**src/verilog/voice_pwm_params.svh**
```systemverilog
// Offsets, field positions, reset values and timing counts of the voice PWM unit.
// Assumes a 100 MHz system clock and an 8-bit register port.
`ifndef VOICE_PWM_PARAMS_SVH
`define VOICE_PWM_PARAMS_SVH

`define OFS_AUDIO_CONTROL 8'h26
`define OFS_AUDIO_SAMPLE 8'h28
`define OFS_VOICE_ROM_DATA 8'h2a
`define OFS_ROM_ADDR_HIGH 8'h2b
`define OFS_ROM_ADDR_MID 8'h2c
`define OFS_ROM_ADDR_LOW 8'h2d
`define OFS_AUDIO_STATUS 8'h2e

`define BIT_RUN 0
`define BIT_ROM_POWER 2
`define BIT_SINGLE 3
`define BIT_RATE_LO 5
`define BIT_RATE_HI 6
`define CTRL_WRITE_MASK 8'h6d
`define CTRL_RESET 8'h00

`define SYS_CLK_HZ 100000000
`define SYS_CLK_MHZ 100
`define CARRIER_30K_HZ 30000
`define CARRIER_32K_HZ 32000
`define STEPS_30K 128
`define STEPS_32K 125
`define PRELOAD_5K 3'h6
`define PRELOAD_6K 3'h5
`define PRELOAD_8K 3'h4
`define MAX_CODE_30K 7'h7f
`define MAX_CODE_32K 7'h7c

`define ROM_LATENCY_NS 4000
`define ROM_LATENCY_CYC ((`ROM_LATENCY_NS * `SYS_CLK_MHZ + 999) / 1000)

`endif

```
**src/verilog/voice_pwm_pkg.sv**
```systemverilog
// Types shared by the voice PWM unit.
// Assumes nothing of its surroundings.
package voice_pwm_pkg;

  typedef enum logic [1:0] {ST_IDLE, ST_RUN, ST_STOPPING} pwm_state_t;

  typedef logic [1:0] rate_sel_t;

endpackage

```
**src/verilog/voice_pwm_audio_out.sv**
```systemverilog
// Voice PWM audio output unit with its sample FIFO and voice ROM fetch path.
// Assumes one 100 MHz clock, a synchronous ROM whose data is valid on that clock,
// and a register master that issues one-cycle strobes.
//
// The strobed register port was left to the implementer.
`timescale 1ns/1ps

// Synchronous FIFO with valid and ready on both sides.
module sample_fifo #(
  parameter int WIDTH = 8,
  parameter int DEPTH = 8
) (
  input wire logic i_sys_clk,
  input wire logic i_rst_n,
  input wire logic i_in_valid,
  output logic o_in_ready,
  input wire logic [WIDTH-1:0] i_in_data,
  output logic o_out_valid,
  input wire logic i_out_ready,
  output logic [WIDTH-1:0] o_out_data
);
  localparam int AW = $clog2(DEPTH);
  logic [WIDTH-1:0] mem [DEPTH];
  logic [AW-1:0] wr_ptr;
  logic [AW-1:0] rd_ptr;
  logic [AW:0] count;
  logic push;
  logic pop;

  // Full and empty come straight from the fill count.
  assign o_in_ready = (count != (AW+1)'(DEPTH));
  assign o_out_valid = (count != '0);
  assign o_out_data = mem[rd_ptr];
  assign push = i_in_valid && o_in_ready;
  assign pop = i_out_ready && o_out_valid;

  // Storage is written only on an accepted push.
  always_ff @(posedge i_sys_clk)
  begin
    if (push)
    begin
      mem[wr_ptr] <= i_in_data;
    end
  end

  // Pointers wrap at the depth.
  always_ff @(posedge i_sys_clk)
  begin
    if (!i_rst_n)
    begin
      wr_ptr <= '0;
      rd_ptr <= '0;
    end
    else
    begin
      if (push)
      begin
        wr_ptr <= (wr_ptr == AW'(DEPTH - 1)) ? '0 : wr_ptr + 1'b1;
      end
      if (pop)
      begin
        rd_ptr <= (rd_ptr == AW'(DEPTH - 1)) ? '0 : rd_ptr + 1'b1;
      end
    end
  end

  // Fill count tracks pushes against pops.
  always_ff @(posedge i_sys_clk)
  begin
    if (!i_rst_n)
    begin
      count <= '0;
    end
    else if (push && !pop)
    begin
      count <= count + 1'b1;
    end
    else if (pop && !push)
    begin
      count <= count - 1'b1;
    end
  end
endmodule

`include "voice_pwm_params.svh"

// Top of the audio unit.
module voice_pwm_audio_out #(
  parameter int FIFO_DEPTH = 8
) (
  input wire logic i_sys_clk,
  input wire logic i_rst_n,
  input wire logic [7:0] i_addr,
  input wire logic [7:0] i_wdata,
  input wire logic i_wr,
  input wire logic i_rd,
  output logic [7:0] o_rdata,
  output logic o_sample_ready,
  output logic o_speaker_out_a,
  output logic o_speaker_out_b,
  output logic o_rom_power_on,
  output logic [17:0] o_rom_addr,
  input wire logic [7:0] i_rom_data
);
  localparam logic [8:0] ROM_LAT = 9'(`ROM_LATENCY_CYC);

  voice_pwm_pkg::pwm_state_t state;
  logic [7:0] audio_control;
  logic [7:0] audio_sample;
  logic [7:0] active_sample;
  logic [7:0] voice_rom_data;
  logic [1:0] rom_addr_high;
  logic [7:0] rom_addr_mid;
  logic [7:0] rom_addr_low;
  logic [8:0] rom_cnt;
  logic rom_valid;
  logic [8:0] fetch_age;
  logic run_q;
  logic [4:0] div_cnt;
  logic [7:0] step_cnt;
  logic [2:0] carrier_cnt;
  logic fifo_in_ready;
  logic fifo_out_valid;
  logic [7:0] fifo_out_data;
  logic run_bit;
  logic rom_power_on;
  logic single_mode;
  voice_pwm_pkg::rate_sel_t rate;
  logic tick;
  logic carrier_end;
  logic run_rise;
  logic load_now;
  logic [6:0] pwm_mag;
  logic pwm_high;
  logic addr_wr;
  logic next_out_a;
  logic next_out_b;

  // Clock cycles per step minus one; code 11 behaves as code 00.
  function automatic logic [4:0] div_of(input voice_pwm_pkg::rate_sel_t r);
    if (r == 2'b10)
      div_of = 5'(`SYS_CLK_HZ / (`CARRIER_32K_HZ * `STEPS_32K) - 1);
    else
      div_of = 5'(`SYS_CLK_HZ / (`CARRIER_30K_HZ * `STEPS_30K) - 1);
  endfunction

  // Steps in one carrier period.
  function automatic logic [7:0] steps_of(input voice_pwm_pkg::rate_sel_t r);
    steps_of = (r == 2'b10) ? 8'(`STEPS_32K) : 8'(`STEPS_30K);
  endfunction

  // Carrier periods per sample period.
  function automatic logic [2:0] preload_of(input voice_pwm_pkg::rate_sel_t r);
    if (r == 2'b01)
      preload_of = `PRELOAD_6K;
    else if (r == 2'b10)
      preload_of = `PRELOAD_8K;
    else
      preload_of = `PRELOAD_5K;
  endfunction

  // Largest code the carrier can carry.
  function automatic logic [6:0] max_of(input voice_pwm_pkg::rate_sel_t r);
    max_of = (r == 2'b10) ? `MAX_CODE_32K : `MAX_CODE_30K;
  endfunction

  // Control fields.
  assign run_bit = audio_control[`BIT_RUN];
  assign rom_power_on = audio_control[`BIT_ROM_POWER];
  assign single_mode = audio_control[`BIT_SINGLE];
  assign rate = {audio_control[`BIT_RATE_HI], audio_control[`BIT_RATE_LO]};
  assign run_rise = run_bit && !run_q;
  assign addr_wr = i_wr && ((i_addr == `OFS_ROM_ADDR_HIGH) || (i_addr == `OFS_ROM_ADDR_MID)
                   || (i_addr == `OFS_ROM_ADDR_LOW));

  // Control register; only the defined bits are stored.
  always_ff @(posedge i_sys_clk)
  begin
    if (!i_rst_n)
    begin
      audio_control <= `CTRL_RESET;
    end
    else if (i_wr && (i_addr == `OFS_AUDIO_CONTROL))
    begin
      audio_control <= i_wdata & `CTRL_WRITE_MASK;
    end
  end

  // Last written sample, kept for readback.
  always_ff @(posedge i_sys_clk)
  begin
    if (!i_rst_n)
    begin
      audio_sample <= 8'h00;
    end
    else if (i_wr && (i_addr == `OFS_AUDIO_SAMPLE))
    begin
      audio_sample <= i_wdata;
    end
  end

  // Samples queue here; a write while full is dropped.
  sample_fifo #(.WIDTH(8), .DEPTH(FIFO_DEPTH)) u_fifo (
    .i_sys_clk(i_sys_clk),
    .i_rst_n(i_rst_n),
    .i_in_valid(i_wr && (i_addr == `OFS_AUDIO_SAMPLE)),
    .o_in_ready(fifo_in_ready),
    .i_in_data(i_wdata),
    .o_out_valid(fifo_out_valid),
    .i_out_ready(load_now),
    .o_out_data(fifo_out_data)
  );

  // Step and carrier timing.
  assign tick = (div_cnt >= div_of(rate));
  assign carrier_end = tick && (step_cnt >= steps_of(rate) - 8'h01);
  assign load_now = ((state == voice_pwm_pkg::ST_IDLE) && run_rise)
                    || ((state == voice_pwm_pkg::ST_RUN) && carrier_end
                    && (carrier_cnt >= preload_of(rate) - 3'h1));

  // Run edge detector.
  always_ff @(posedge i_sys_clk)
  begin
    if (!i_rst_n)
    begin
      run_q <= 1'b0;
    end
    else
    begin
      run_q <= run_bit;
    end
  end

  // Run, stop and drain sequencing.
  always_ff @(posedge i_sys_clk)
  begin
    if (!i_rst_n)
    begin
      state <= voice_pwm_pkg::ST_IDLE;
    end
    else
    begin
      case (state)
        voice_pwm_pkg::ST_IDLE:
        begin
          if (run_rise)
          begin
            state <= voice_pwm_pkg::ST_RUN;
          end
        end
        voice_pwm_pkg::ST_RUN:
        begin
          if (!run_bit)
          begin
            state <= carrier_end ? voice_pwm_pkg::ST_IDLE : voice_pwm_pkg::ST_STOPPING;
          end
        end
        voice_pwm_pkg::ST_STOPPING:
        begin
          if (carrier_end)
          begin
            state <= voice_pwm_pkg::ST_IDLE;
          end
        end
        default:
        begin
          state <= voice_pwm_pkg::ST_IDLE;
        end
      endcase
    end
  end

  // Counters restart on every start and advance while active.
  always_ff @(posedge i_sys_clk)
  begin
    if (!i_rst_n || (state == voice_pwm_pkg::ST_IDLE))
    begin
      div_cnt <= 5'h00;
      step_cnt <= 8'h00;
      carrier_cnt <= 3'h0;
    end
    else
    begin
      div_cnt <= tick ? 5'h00 : div_cnt + 5'h01;
      if (carrier_end)
      begin
        step_cnt <= 8'h00;
        carrier_cnt <= (carrier_cnt >= preload_of(rate) - 3'h1) ? 3'h0 : carrier_cnt + 3'h1;
      end
      else if (tick)
      begin
        step_cnt <= step_cnt + 8'h01;
      end
    end
  end

  // Sample latch; an empty queue repeats the previous sample.
  always_ff @(posedge i_sys_clk)
  begin
    if (!i_rst_n)
    begin
      active_sample <= 8'h00;
    end
    else if (load_now && fifo_out_valid)
    begin
      active_sample <= fifo_out_data;
    end
  end

  // Magnitude by mode, clamped to the rate's range.
  always_comb
  begin
    pwm_mag = single_mode ? active_sample[7:1] : active_sample[6:0];
    if (pwm_mag > max_of(rate))
    begin
      pwm_mag = max_of(rate);
    end
    pwm_high = ({1'b0, pwm_mag} > step_cnt);
  end

  // Output routing by mode and sign.
  always_comb
  begin
    next_out_a = 1'b0;
    next_out_b = 1'b0;
    if (state != voice_pwm_pkg::ST_IDLE)
    begin
      if (single_mode || !active_sample[7])
      begin
        next_out_a = pwm_high;
      end
      else
      begin
        next_out_b = pwm_high;
      end
    end
  end

  // Output flops.
  always_ff @(posedge i_sys_clk)
  begin
    if (!i_rst_n)
    begin
      o_speaker_out_a <= 1'b0;
      o_speaker_out_b <= 1'b0;
      o_sample_ready <= 1'b0;
      o_rom_power_on <= 1'b0;
      o_rom_addr <= 18'h00000;
    end
    else
    begin
      o_speaker_out_a <= next_out_a;
      o_speaker_out_b <= next_out_b;
      o_sample_ready <= fifo_in_ready;
      o_rom_power_on <= rom_power_on;
      o_rom_addr <= {rom_addr_high, rom_addr_mid, rom_addr_low};
    end
  end

  // ROM address latches.
  always_ff @(posedge i_sys_clk)
  begin
    if (!i_rst_n)
    begin
      rom_addr_high <= 2'h0;
      rom_addr_mid <= 8'h00;
      rom_addr_low <= 8'h00;
    end
    else if (i_wr && (i_addr == `OFS_ROM_ADDR_HIGH))
    begin
      rom_addr_high <= i_wdata[1:0];
    end
    else if (i_wr && (i_addr == `OFS_ROM_ADDR_MID))
    begin
      rom_addr_mid <= i_wdata;
    end
    else if (i_wr && (i_addr == `OFS_ROM_ADDR_LOW))
    begin
      rom_addr_low <= i_wdata;
    end
  end

  // Fetch delay; it only runs while the ROM is powered.
  always_ff @(posedge i_sys_clk)
  begin
    if (!i_rst_n)
    begin
      rom_cnt <= 9'h000;
      rom_valid <= 1'b0;
      voice_rom_data <= 8'h00;
    end
    else if (addr_wr)
    begin
      rom_cnt <= ROM_LAT;
      rom_valid <= 1'b0;
    end
    else if (rom_power_on && (rom_cnt != 9'h000))
    begin
      rom_cnt <= rom_cnt - 9'h001;
      if (rom_cnt == 9'h001)
      begin
        voice_rom_data <= i_rom_data;
        rom_valid <= 1'b1;
      end
    end
  end

  // Cycles since the last address write, saturating; only the latency check reads it.
  always_ff @(posedge i_sys_clk)
  begin
    if (!i_rst_n || addr_wr)
    begin
      fetch_age <= 9'h000;
    end
    else if (fetch_age != 9'h1ff)
    begin
      fetch_age <= fetch_age + 9'h001;
    end
  end

  // Read data, valid in the cycle after the strobe.
  always_ff @(posedge i_sys_clk)
  begin
    if (!i_rst_n)
    begin
      o_rdata <= 8'h00;
    end
    else if (!i_rd)
    begin
      o_rdata <= 8'h00;
    end
    else if (i_addr == `OFS_AUDIO_CONTROL)
    begin
      o_rdata <= audio_control;
    end
    else if (i_addr == `OFS_AUDIO_SAMPLE)
    begin
      o_rdata <= audio_sample;
    end
    else if (i_addr == `OFS_VOICE_ROM_DATA)
    begin
      o_rdata <= voice_rom_data;
    end
    else if (i_addr == `OFS_ROM_ADDR_HIGH)
    begin
      o_rdata <= {6'h00, rom_addr_high};
    end
    else if (i_addr == `OFS_ROM_ADDR_MID)
    begin
      o_rdata <= rom_addr_mid;
    end
    else if (i_addr == `OFS_ROM_ADDR_LOW)
    begin
      o_rdata <= rom_addr_low;
    end
    else if (i_addr == `OFS_AUDIO_STATUS)
    begin
      o_rdata <= {4'h0, rom_valid, state != voice_pwm_pkg::ST_IDLE, !fifo_out_valid,
                  !fifo_in_ready};
    end
    else
    begin
      o_rdata <= 8'h00;
    end
  end
endmodule

```
**config.mk**
```make
export PLATFORM = sky130hd
export DESIGN_NAME = voice_pwm_audio_out
export DESIGN_NICKNAME = d
export VERILOG_FILES = /design/src/verilog/voice_pwm_pkg.sv /design/src/verilog/voice_pwm_audio_out.sv
export VERILOG_INCLUDE_DIRS = /design/src /design/src/verilog
export SDC_FILE = /design/constraint.sdc
export NUM_CORES = 1
export LEC_CHECK = 0
export BUFFER_PORTS_ARGS = -buffer_cell sky130_fd_sc_hd__buf_4
export CORE_MARGIN = 3
export CORE_UTILIZATION = 60
export CTS_CLUSTER_DIAMETER = 60
export DETAILED_ROUTE_END_ITERATION = 10
export GPL_ROUTABILITY_DRIVEN = 0
export GPL_TIMING_DRIVEN = 0
export PLACE_DENSITY = 0.8
export SLEW_MARGIN = 0
export SYNTH_ARGS = -nofsm -noshare
export SYNTH_HDL_FRONTEND = slang
export SYNTH_SLANG_ARGS = --single-unit
```
**constraint.sdc**
```tcl
create_clock -name i_sys_clk -period 3.95 [get_ports i_sys_clk]
set_input_delay 0.79 -clock i_sys_clk [delete_from_list [all_inputs] [get_ports i_sys_clk]]
set_output_delay 0.79 -clock i_sys_clk [all_outputs]
set_load 0.1 [all_outputs]
```
Word-level counts from Yosys, hierarchy flattened
Memory sizes are Yosys's and may differ from the RTL's. A register that Yosys moved wholly into a read port is not among the register bits.
Cells that the tools add are included.
Operators by class
  $add $sub $neg: 11
  magnitude comparators: 6
  equal/unequal tests: 18
  multiplexer cells: 30
  bitwise operators: 6
  reduce and logical (&&, ||, !) cells: 47
Operator list (count)
  $eq A8 B6 Y1 const B: 7
  $mux W8: 6
  $mux W7: 3
  $mux W3: 6
  $mux W9: 2
  $logic_and A1 B1 Y1: 16
  $mux W2: 6
  $mux W4: 3
  $reduce_and A3 Y1: 4
  $add A3 B1 Y3 const B: 3
  $eq A9 B1 Y1 const B: 1
  $reduce_bool A9 Y1: 1
  $sub A9 B1 Y9 const B: 1
  $add A8 B1 Y8 const B: 1
  $ge A8 B8 Y1: 1
  $gt A7 B8 Y1: 1
  $logic_not A1 Y1: 8
  $reduce_or A2 Y1: 4
  $sub A8 B1 Y8 const B: 1
  $gt A7 B7 Y1: 1
  $eq A3 B3 Y1 const B: 2
  $ge A3 B3 Y1: 2
  $ne A2 B2 Y1 const B: 3
  $not A1 Y1: 6
  16 further kinds: 29
Storage, ports and cells
  register bits: 108
  RAM bits: 64
  bits of input ports: 28
  output and inout bits: 30
  word-level logic and storage cells: 143
  memories kept: 1
Memories
  u_fifo.mem: words 8, width 8, rd ports 1, clocked after Yosys merged registers in 1, wr ports 1, line voice_pwm_audio_out.sv:23  | logic [WIDTH-1:0] mem [DEPTH];

Depth between registers and ports, before layout
Gate-level depths: netlist of the first run.
  depth in word-level cells: 12
  mapped depth: 16
  gate-level depth less buffers: 14

Cells and area by module
A second synthesis of the first run with hierarchy kept.
Second synthesis, totals
  cell total of the unflattened synthesis: 683
  area, all modules: 8020.2 um^2
By module, submodules not included
  voice_pwm_audio_out: times used 1, cells an instance 515, area each 4868.4 um^2
  sample_fifo: times used 1, cells an instance 168, area each 3151.8 um^2

Worst setup path before layout of the first run
OpenSTA, ideal clock, no wires.
  path kind: reg2reg
  from: reg audio_control[5]
  to: reg u_fifo.count[3]
  setup time: 0.076 ns
  arrival time: 3.359 ns
  slack: 0.516 ns
  cell stages (with the launch flop): 17
  path buffers: 2
  cells stage by stage: dfxtp_1 -> nand2b_1 -> ha_1 -> nand2b_1 -> a211oi_1 -> or4_1 -> buf_2 -> o31a_1 -> buf_6 -> ha_1 -> inv_1 -> ha_1 -> a21o_1 -> a21oi_1 -> xnor2_1 -> or3_1 -> a21boi_0
Between the ends
  longest elaborated chain between the ends: 12
  elaborated cells on any way between the ends: 21
  classes of those cells: add/sub (2); order compare (3); eq/ne (2); mux (5); reduce/logical (9)
Ends and longest elaborated chain
  start, declared: line voice_pwm_audio_out.sv:108  | logic [7:0] audio_control;
  start signal, assigned: line voice_pwm_audio_out.sv:181  | audio_control <= `CTRL_RESET;
  start signal, assigned: line voice_pwm_audio_out.sv:185  | audio_control <= i_wdata & `CTRL_WRITE_MASK;
  $eq A2 B2 Y1: line voice_pwm_audio_out.sv:141, voice_pwm_audio_out.sv:149, voice_pwm_audio_out.sv:156
  $mux W8: line voice_pwm_audio_out.sv:149  | steps_of = (r == 2'b10) ? 8'(`STEPS_32K) : 8'(`STEPS_30K);
  $sub A8 B1 Y8: line voice_pwm_audio_out.sv:216  | assign carrier_end = tick && (step_cnt >= steps_of(rate) - 8'h01);
  $ge A8 B8 Y1: line voice_pwm_audio_out.sv:216
  $logic_and A1 B1 Y1: line voice_pwm_audio_out.sv:216
  $logic_and A1 B1 Y1: line voice_pwm_audio_out.sv:218  | || ((state == voice_pwm_pkg::ST_RUN) && carrier_end
  $logic_and A1 B1 Y1 *: line voice_pwm_audio_out.sv:219  | && (carrier_cnt >= preload_of(rate) - 3'h1));
  $logic_or A1 B1 Y1 *: line voice_pwm_audio_out.sv:218
  $logic_and A1 B1 Y1 *: line voice_pwm_audio_out.sv:35  | assign pop = i_out_ready && o_out_valid;
  $logic_not A1 Y1: line voice_pwm_audio_out.sv:74  | else if (push && !pop)
  $logic_and A1 B1 Y1: line voice_pwm_audio_out.sv:74
  $mux W4 or $reduce_bool A2 Y1 (tied branches)
  end signal, assigned: line voice_pwm_audio_out.sv:76  | count <= count + 1'b1;
  end signal, assigned: line voice_pwm_audio_out.sv:80  | count <= count - 1'b1;
  end, declared: line voice_pwm_audio_out.sv:26  | logic [AW:0] count;
Mark *: on every way between the ends. The rest lies on a longest branch, timed or not.
A chain may end at the register's enable or synchronous reset.

Worst setup path in the final report of the first run
Ends and elaborated chain as after synthesis.

==> metrics.yaml, run 1 <==
status: "finished clean"
wire_per_inst_um: 18.6
ff2ff_path_depth: 16
clock_latency_ns: 0.44
grt_pass1_vias: 5475
skew_ns: 0.00870
p_clk_share_pct: 43.3
grt_overflow_total: 0
dp_hpwl_um: 12100
antenna_found_initial: 0
drc: 0
ctsHtreeMaxLevel: 4
ys.flop_type: "dfxtp_1"
synthTopCellsByArea: "dfxtp_1, edfxtp_1, mux2i_1"
ant_nets: 0
yosys_warnings: 0
synth.distinct_cells: 57
synth_area_per_cell_sq_um: 11.7
drive_gt1_share_pct: 18.1
path_buf_inv: 3
portBuffers: 56
finalMaxSlewViolations: 0
synth_edf_count: 64
worst_slack_ns: 0.155
vias: 5308
r2r_end: "u_fifo.count[3]$_SDFFE_PN0P_"
synth_top_cell_by_area: "dfxtp_1"
seq_area_sq_mm: 0.00425
synth_area_sq_mm: 0.00779
die_h_um: 120
root_buffer: "clkbuf_16"
wl_um: 17100
tightest_slew_ns: 1.24
synth_nets: 722
clock_path_buffers: 2
drv_cap: 0
worstPathRequired_ns: 4.30
netlist.area_leader.share_pct: 29.8
multiInputGateArea_sq_mm: 0.00336
setup_violations: 0
switching_share_pct: 22.7
drtIter0Drc: 427
hold_viol: 0
post_cts_buffers: 0
crit_fanout: 10
r2r_slack_ns: 0.16
cp_top_family: "simple AND/OR/NAND/NOR gates"
cts_hold_buffers: 0
async_flop_share_pct: 0
period_share_pct: 96.1
cts_tree: "done"
slew_headroom_pct: 16.5
worstSetupPathType: "flop to flop"
ys_ff_latch: 180
synth.most_common_cell: "dfxtp_1"
nets: 797
netlist_top_cells_count: "dfxtp_1, edfxtp_1, mux2i_1, nor2b_1"
pin_count: 58
track_usage_pct: 25.2
rows: 40
cts_sinks: 180
p_switching_w: 0.000810
grt_pass1_wl_um: 28000
rsz0062_at_grt: "false"
die_x_um: 120
timing.critical_path.from: "audio_control[5]$_SDFFE_PN0P_"
syn_inst: 667
internal-power_w: 0.00276
holdPathEnd: "o_rdata[5]$_SDFF_PN0_"
core_area_sq_mm: 0.0124
hp-class: "flop to flop"
critical-path-max-stage-delay_ns: 0.46
clock.fmax_mhz: 264
ctsResizeCount: 0
clk_pin_slew_ns: 0.06
pwr-share-comb_pct: 3.0
leakage_nw: 3.53
fillers: 881
cp-end-kind: "flop"
place_ws_ns: 0.0286
path_cells: "nand2b_1 -> ha_1 -> nand2b_1 -> a211oi_1 -> or4_1 -> buf_2 -> o31a_1 -> buf_6 -> ha_1 -> inv_1 -> ha_1 -> a21o_1 -> a21oi_1 -> xnor2_1 -> or3_1 -> a21boi_0"
grt_max_degree: 17
cpMaxStageDelayCell: "or4_1"
p_per_area_mw_per_mm2: 399
pwr-share-seq_pct: 53.7
fin_setup_tns_ns: 0
insertedDiodeCount: 0
numCtsBuffers: 17
worstPathArrival_ns: 4.15
ys_seq_area_share_pct: 54.5
drt-pass1-iter-count: 5
die_area_sq_mm: 0.0144
whs_path_depth: 2
vdd_drop_max_mv: 0.237
syn2layout_area_growth_pct: 15.1
viasPerCell: 5.75
startpoint_type: "flop"
crit_path_frequent_cell: "ha_1"
r2r_start: "audio_control[5]$_SDFFE_PN0P_"
initial_utilization_pct: 63.0
fin_crit_ns: 3.79
worst_hold_startpoint: "voice_rom_data[5]$_SDFFE_PN0P_"
[worst register-to-register path, delay by kind of cell (launching register included)]
family	cells	cell delay (ns)
xor gates and xnor gates	1	0.09
adders and majority gates	3	0.77
buffers and inverters	3	0.49
DFF	1	0.35
AOI/OAI and AO/OA	5	0.97
and+or+nand+nor	4	1.05
[power groups by stage]
stage	Combinational, W	Clock (W)	Sequential, W
2_1_floorplan	0.0000420	0	0.00196
3_3_place_gp	0.000102	0	0.00196
3_5_place_dp	0.000105	0	0.00196
4_1_cts	0.000106	0.00155	0.00192
5_1_grt	0.000114	0.00164	0.00192
6_report	0.000107	0.00155	0.00192
[placed cells by master, fill, tap and decap left out, types with 9 or more instances in the layout]
cell       count
o21ai_0       15
nand2_1       45
xnor2_1       14
clkbuf_1      21
nor3_1         9
a21oi_1       19
mux2i_1       59
inv_1         20
mux4_2        16
nand3_1       13
dfxtp_1      114
mux2_2        16
nand2b_1      12
nor2b_1       48
ha_1          26
edfxtp_1      64
nor2_1        45
buf_4         56
and2_1        25
clkbuf_16     17
[flip-flops by register name, summed over array words and instances, names as in the netlist, 2 cells and up]
register	count
o_rdata	8
active_sample	8
carrier_cnt	3
rom_cnt	9
rom_addr_mid	8
u_fifo.rd_ptr	3
voice_rom_data	8
u_fifo.mem	64
rom_addr_low	8
step_cnt	8
rom_addr_high	2
div_cnt	5
audio_sample	8
o_rom_addr	18
u_fifo.count	4
u_fifo.wr_ptr	3
state	2
audio_control	5
[per-stage QoR]
stage | hold WS (ns) | total power [W] | instances | util, % | area (sq um)
2_1_floorplan | 0.430 | 0.00201 | 667 | - | 7790
3_3_place_gp | 0.444 | 0.00206 | 891 | 68.1 | 8420
3_5_place_dp | 0.462 | 0.00206 | 891 | 68.1 | 8420
4_1_cts | 0.478 | 0.00358 | 923 | 72.4 | 8950
5_1_grt | 0.494 | 0.00367 | 923 | 72.5 | 8960
6_report | 0.475 | 0.00357 | 923 | 72.5 | 8960
[final cells by class]
class	count	area share [%]
tap	168	2.34
clock inverter	14	1.14
clock buffer	18	4.79
inverter	20	0.837
sequential	180	47.4
multi-input combinational	439	37.5
timing repair buffer	56	4.69
buffer	28	1.33
[how the worst max path moves through the flow]
stage	endpoint	slack [ns]	cells past startpoint
after detailed placement	u_fifo.count[3]$_SDFFE_PN0P_	0.03	15
after floorplan	u_fifo.count[3]$_SDFFE_PN0P_	0.52	16
after global routing	u_fifo.count[3]$_SDFFE_PN0P_	0.01	16
after CTS	u_fifo.count[3]$_SDFFE_PN0P_	0.02	15
final	u_fifo.count[3]$_SDFFE_PN0P_	0.16	16
after global placement	u_fifo.mem[4][4]$_DFFE_PP_	0.13	7
[metal layers]
layer	share of wire [%]	track usage (%)
met5	0	0
met1	42	30.7
met4	2.6	10.7
met3	5.0	5.14
met2	51	43.5
[cells by family (layout without fill, tap and decap cells)]
logic type | after synthesis | in the layout | share of synthesized area [%]
mux | 91 | 91 | 14.5
simple gates | 234 | 234 | 16.3
flops | 180 | 180 | 54.5
xor+xnor | 18 | 18 | 2.02
compound gates | 69 | 69 | 5.70
buf+inv | 48 | 136 | 2.49
fa+ha+maj | 27 | 27 | 4.43
Note: power is estimated with default switching activity, not from simulation.
==> run 2, diff against run 1 <==
- clock period: 3.95 -> 4.9 ns (I/O delays scaled with it)
==> metrics.yaml, run 2 (same netlist as run 1, synthesis figures left out) <==
portBuffers: 56
grt_pass1_vias: 5475
ctsHtreeMaxLevel: 4
dp_hpwl_um: 12100
die_h_um: 120
grt_pass1_wl_um: 28000
cpMaxStageDelayCell: "nor4b_1"
r2r_start: "audio_control[5]$_SDFFE_PN0P_"
root_buffer: "clkbuf_16"
syn2layout_area_growth_pct: 15.0
fin_setup_tns_ns: 0
dp_cells: 891
worstPathArrival_ns: 4.32
wl_um: 17200
reg_top3: "u_fifo.mem: 64 flops, o_rom_addr: 18 flops, rom_cnt: 9 flops"
grt_overflow_total: 0
ff2ff_path_depth: 15
rows: 40
whs_path_depth: 2
place_ws_ns: 0.806
path_cells: "nand2b_1 -> ha_1 -> nor4b_1 -> or4_1 -> buf_2 -> o31a_1 -> buf_6 -> ha_1 -> inv_1 -> ha_1 -> a21o_1 -> a21oi_1 -> xnor2_1 -> or3_1 -> a21boi_0"
top_layer: "met4"
drtIter0Drc: 421
holdPathEnd: "o_rdata[5]$_SDFF_PN0_"
post_cts_buffers: 0
cts_hold_buffers: 0
hold_viol: 0
die_area_sq_mm: 0.0144
r2r_slack_ns: 0.93
track_usage_pct: 25.2
skew_ns: 0.00908
drive_gt1_share_pct: 17.7
total_power_w: 0.00288
clock_latency_ns: 0.43
seq_area_sq_mm: 0.00424
numCtsBuffers: 17
layout_commonest_cell: "dfxtp_1"
fin_crit_ns: 3.97
cts_tree: "done"
leakage_nw: 3.52
die_x_um: 120
p_per_area_mw_per_mm2: 322
worstSetupPathType: "flop to flop"
crit_fanout: 10
worst_slack_ns: 0.934
regMostFlops: "u_fifo.mem"
drv_cap: 0
clock.fmax_mhz: 252
crit_path_frequent_cell: "ha_1"
ant_nets: 0
initial_utilization_pct: 63.0
drt-pass1-iter-count: 7
fillers: 880
viasPerCell: 5.77
largest_reg_flops: 64
critical-path-max-stage-delay_ns: 0.60
worstPathRequired_ns: 5.25
wire_per_inst_um: 18.6
drc: 0
status: "finished clean"
met3_wirelength_um: 782
vias: 5330
vdd_drop_max_mv: 0.192
core_area_sq_mm: 0.0124
startpoint_type: "flop"
rsz0062_at_grt: "false"
final_util_pct: 72.4
clock_path_buffers: 2
insertedDiodeCount: 0
tightest_slew_ns: 1.21
clk_pin_slew_ns: 0.07
wl_met1_um: 7250
period_share_pct: 80.9
hp-class: "flop to flop"
ctsResizeCount: 0
r2r_end: "u_fifo.count[3]$_SDFFE_PN0P_"
antenna_found_initial: 0
slew_headroom_pct: 18.6
layout_common_cells: "dfxtp_1, edfxtp_1, mux2i_1"
pin_count: 58
nets: 797
cp-end-kind: "flop"
cts_sinks: 180
worst_hold_startpoint: "voice_rom_data[5]$_SDFFE_PN0P_"
grt_max_degree: 17
setup_violations: 0
wl_met2_um: 8690
finalMaxSlewViolations: 0
multiInputGateArea_sq_mm: 0.00336
instances_no_fill: 923
-- run 2: changes by cell type in the layout (fill, tap and decap cells not counted) --
cell and change:
nor4b_2 -1, dfxtp_1 +2, dfxtp_2 -2, nor4b_1 +1
-- run 2: cell type report --
type | instances | area share (%)
Inverter | 20 | 0.838
Buffer | 28 | 1.33
Multi-Input combinational cell | 439 | 37.5
Clock inverter | 14 | 1.15
Timing Repair Buffer | 56 | 4.69
Sequential cell | 180 | 47.4
Tap cell | 168 | 2.35
Clock buffer | 18 | 4.79
-- run 2: layer usage --
| layer | track usage (%) | up-vias |
|---|---|---|
| met3 | 5.14 | 39 |
| met4 | 10.7 | 0 |
| met2 | 43.5 | 152 |
| li1 | - | 2549 |
| met1 | 30.7 | 2590 |
| met5 | 0 | - |
-- run 2: critical path, delay by kind of cell, from the launching register on --
family / cells / cell delay [ns]
XOR/XNOR: 1 / 0.09
flip-flops: 1 / 0.43
adder cells (fa/ha/maj): 3 / 0.74
buffers and inverters: 3 / 0.50
AND/OR/NAND/NOR: 4 / 1.31
AO/OA/AOI/OAI: 4 / 0.82
-- run 2: metrics by stage --
step / area (sq um) / hold WS (ns)
floorplan: 7790 / 0.430
global placement: 8420 / 0.444
detailed placement: 8420 / 0.462
CTS: 8950 / 0.478
global route: 8960 / 0.494
finish: 8960 / 0.477
-- run 2: worst max path at each step --
stage,startpoint,end,slack [ns],depth (start not counted)
finish,audio_control[5]$_SDFFE_PN0P_,u_fifo.count[3]$_SDFFE_PN0P_,0.93,15
global route,audio_control[6]$_SDFFE_PN0P_,u_fifo.count[3]$_SDFFE_PN0P_,0.69,15
CTS,audio_control[5]$_SDFFE_PN0P_,u_fifo.count[3]$_SDFFE_PN0P_,0.97,15
detailed placement,i_addr[7],u_fifo.mem[4][4]$_DFFE_PP_,0.81,7
global placement,i_addr[7],u_fifo.mem[4][4]$_DFFE_PP_,0.89,7
floorplan,i_addr[7],u_fifo.count[3]$_SDFFE_PN0P_,1.41,12
-- run 2: power by group --
group / internal (W) / switching [W]
clock: 0.000652 / 0.000598
sequential: 0.00155 / 0.000000777
combinational: 0.0000303 / 0.0000557
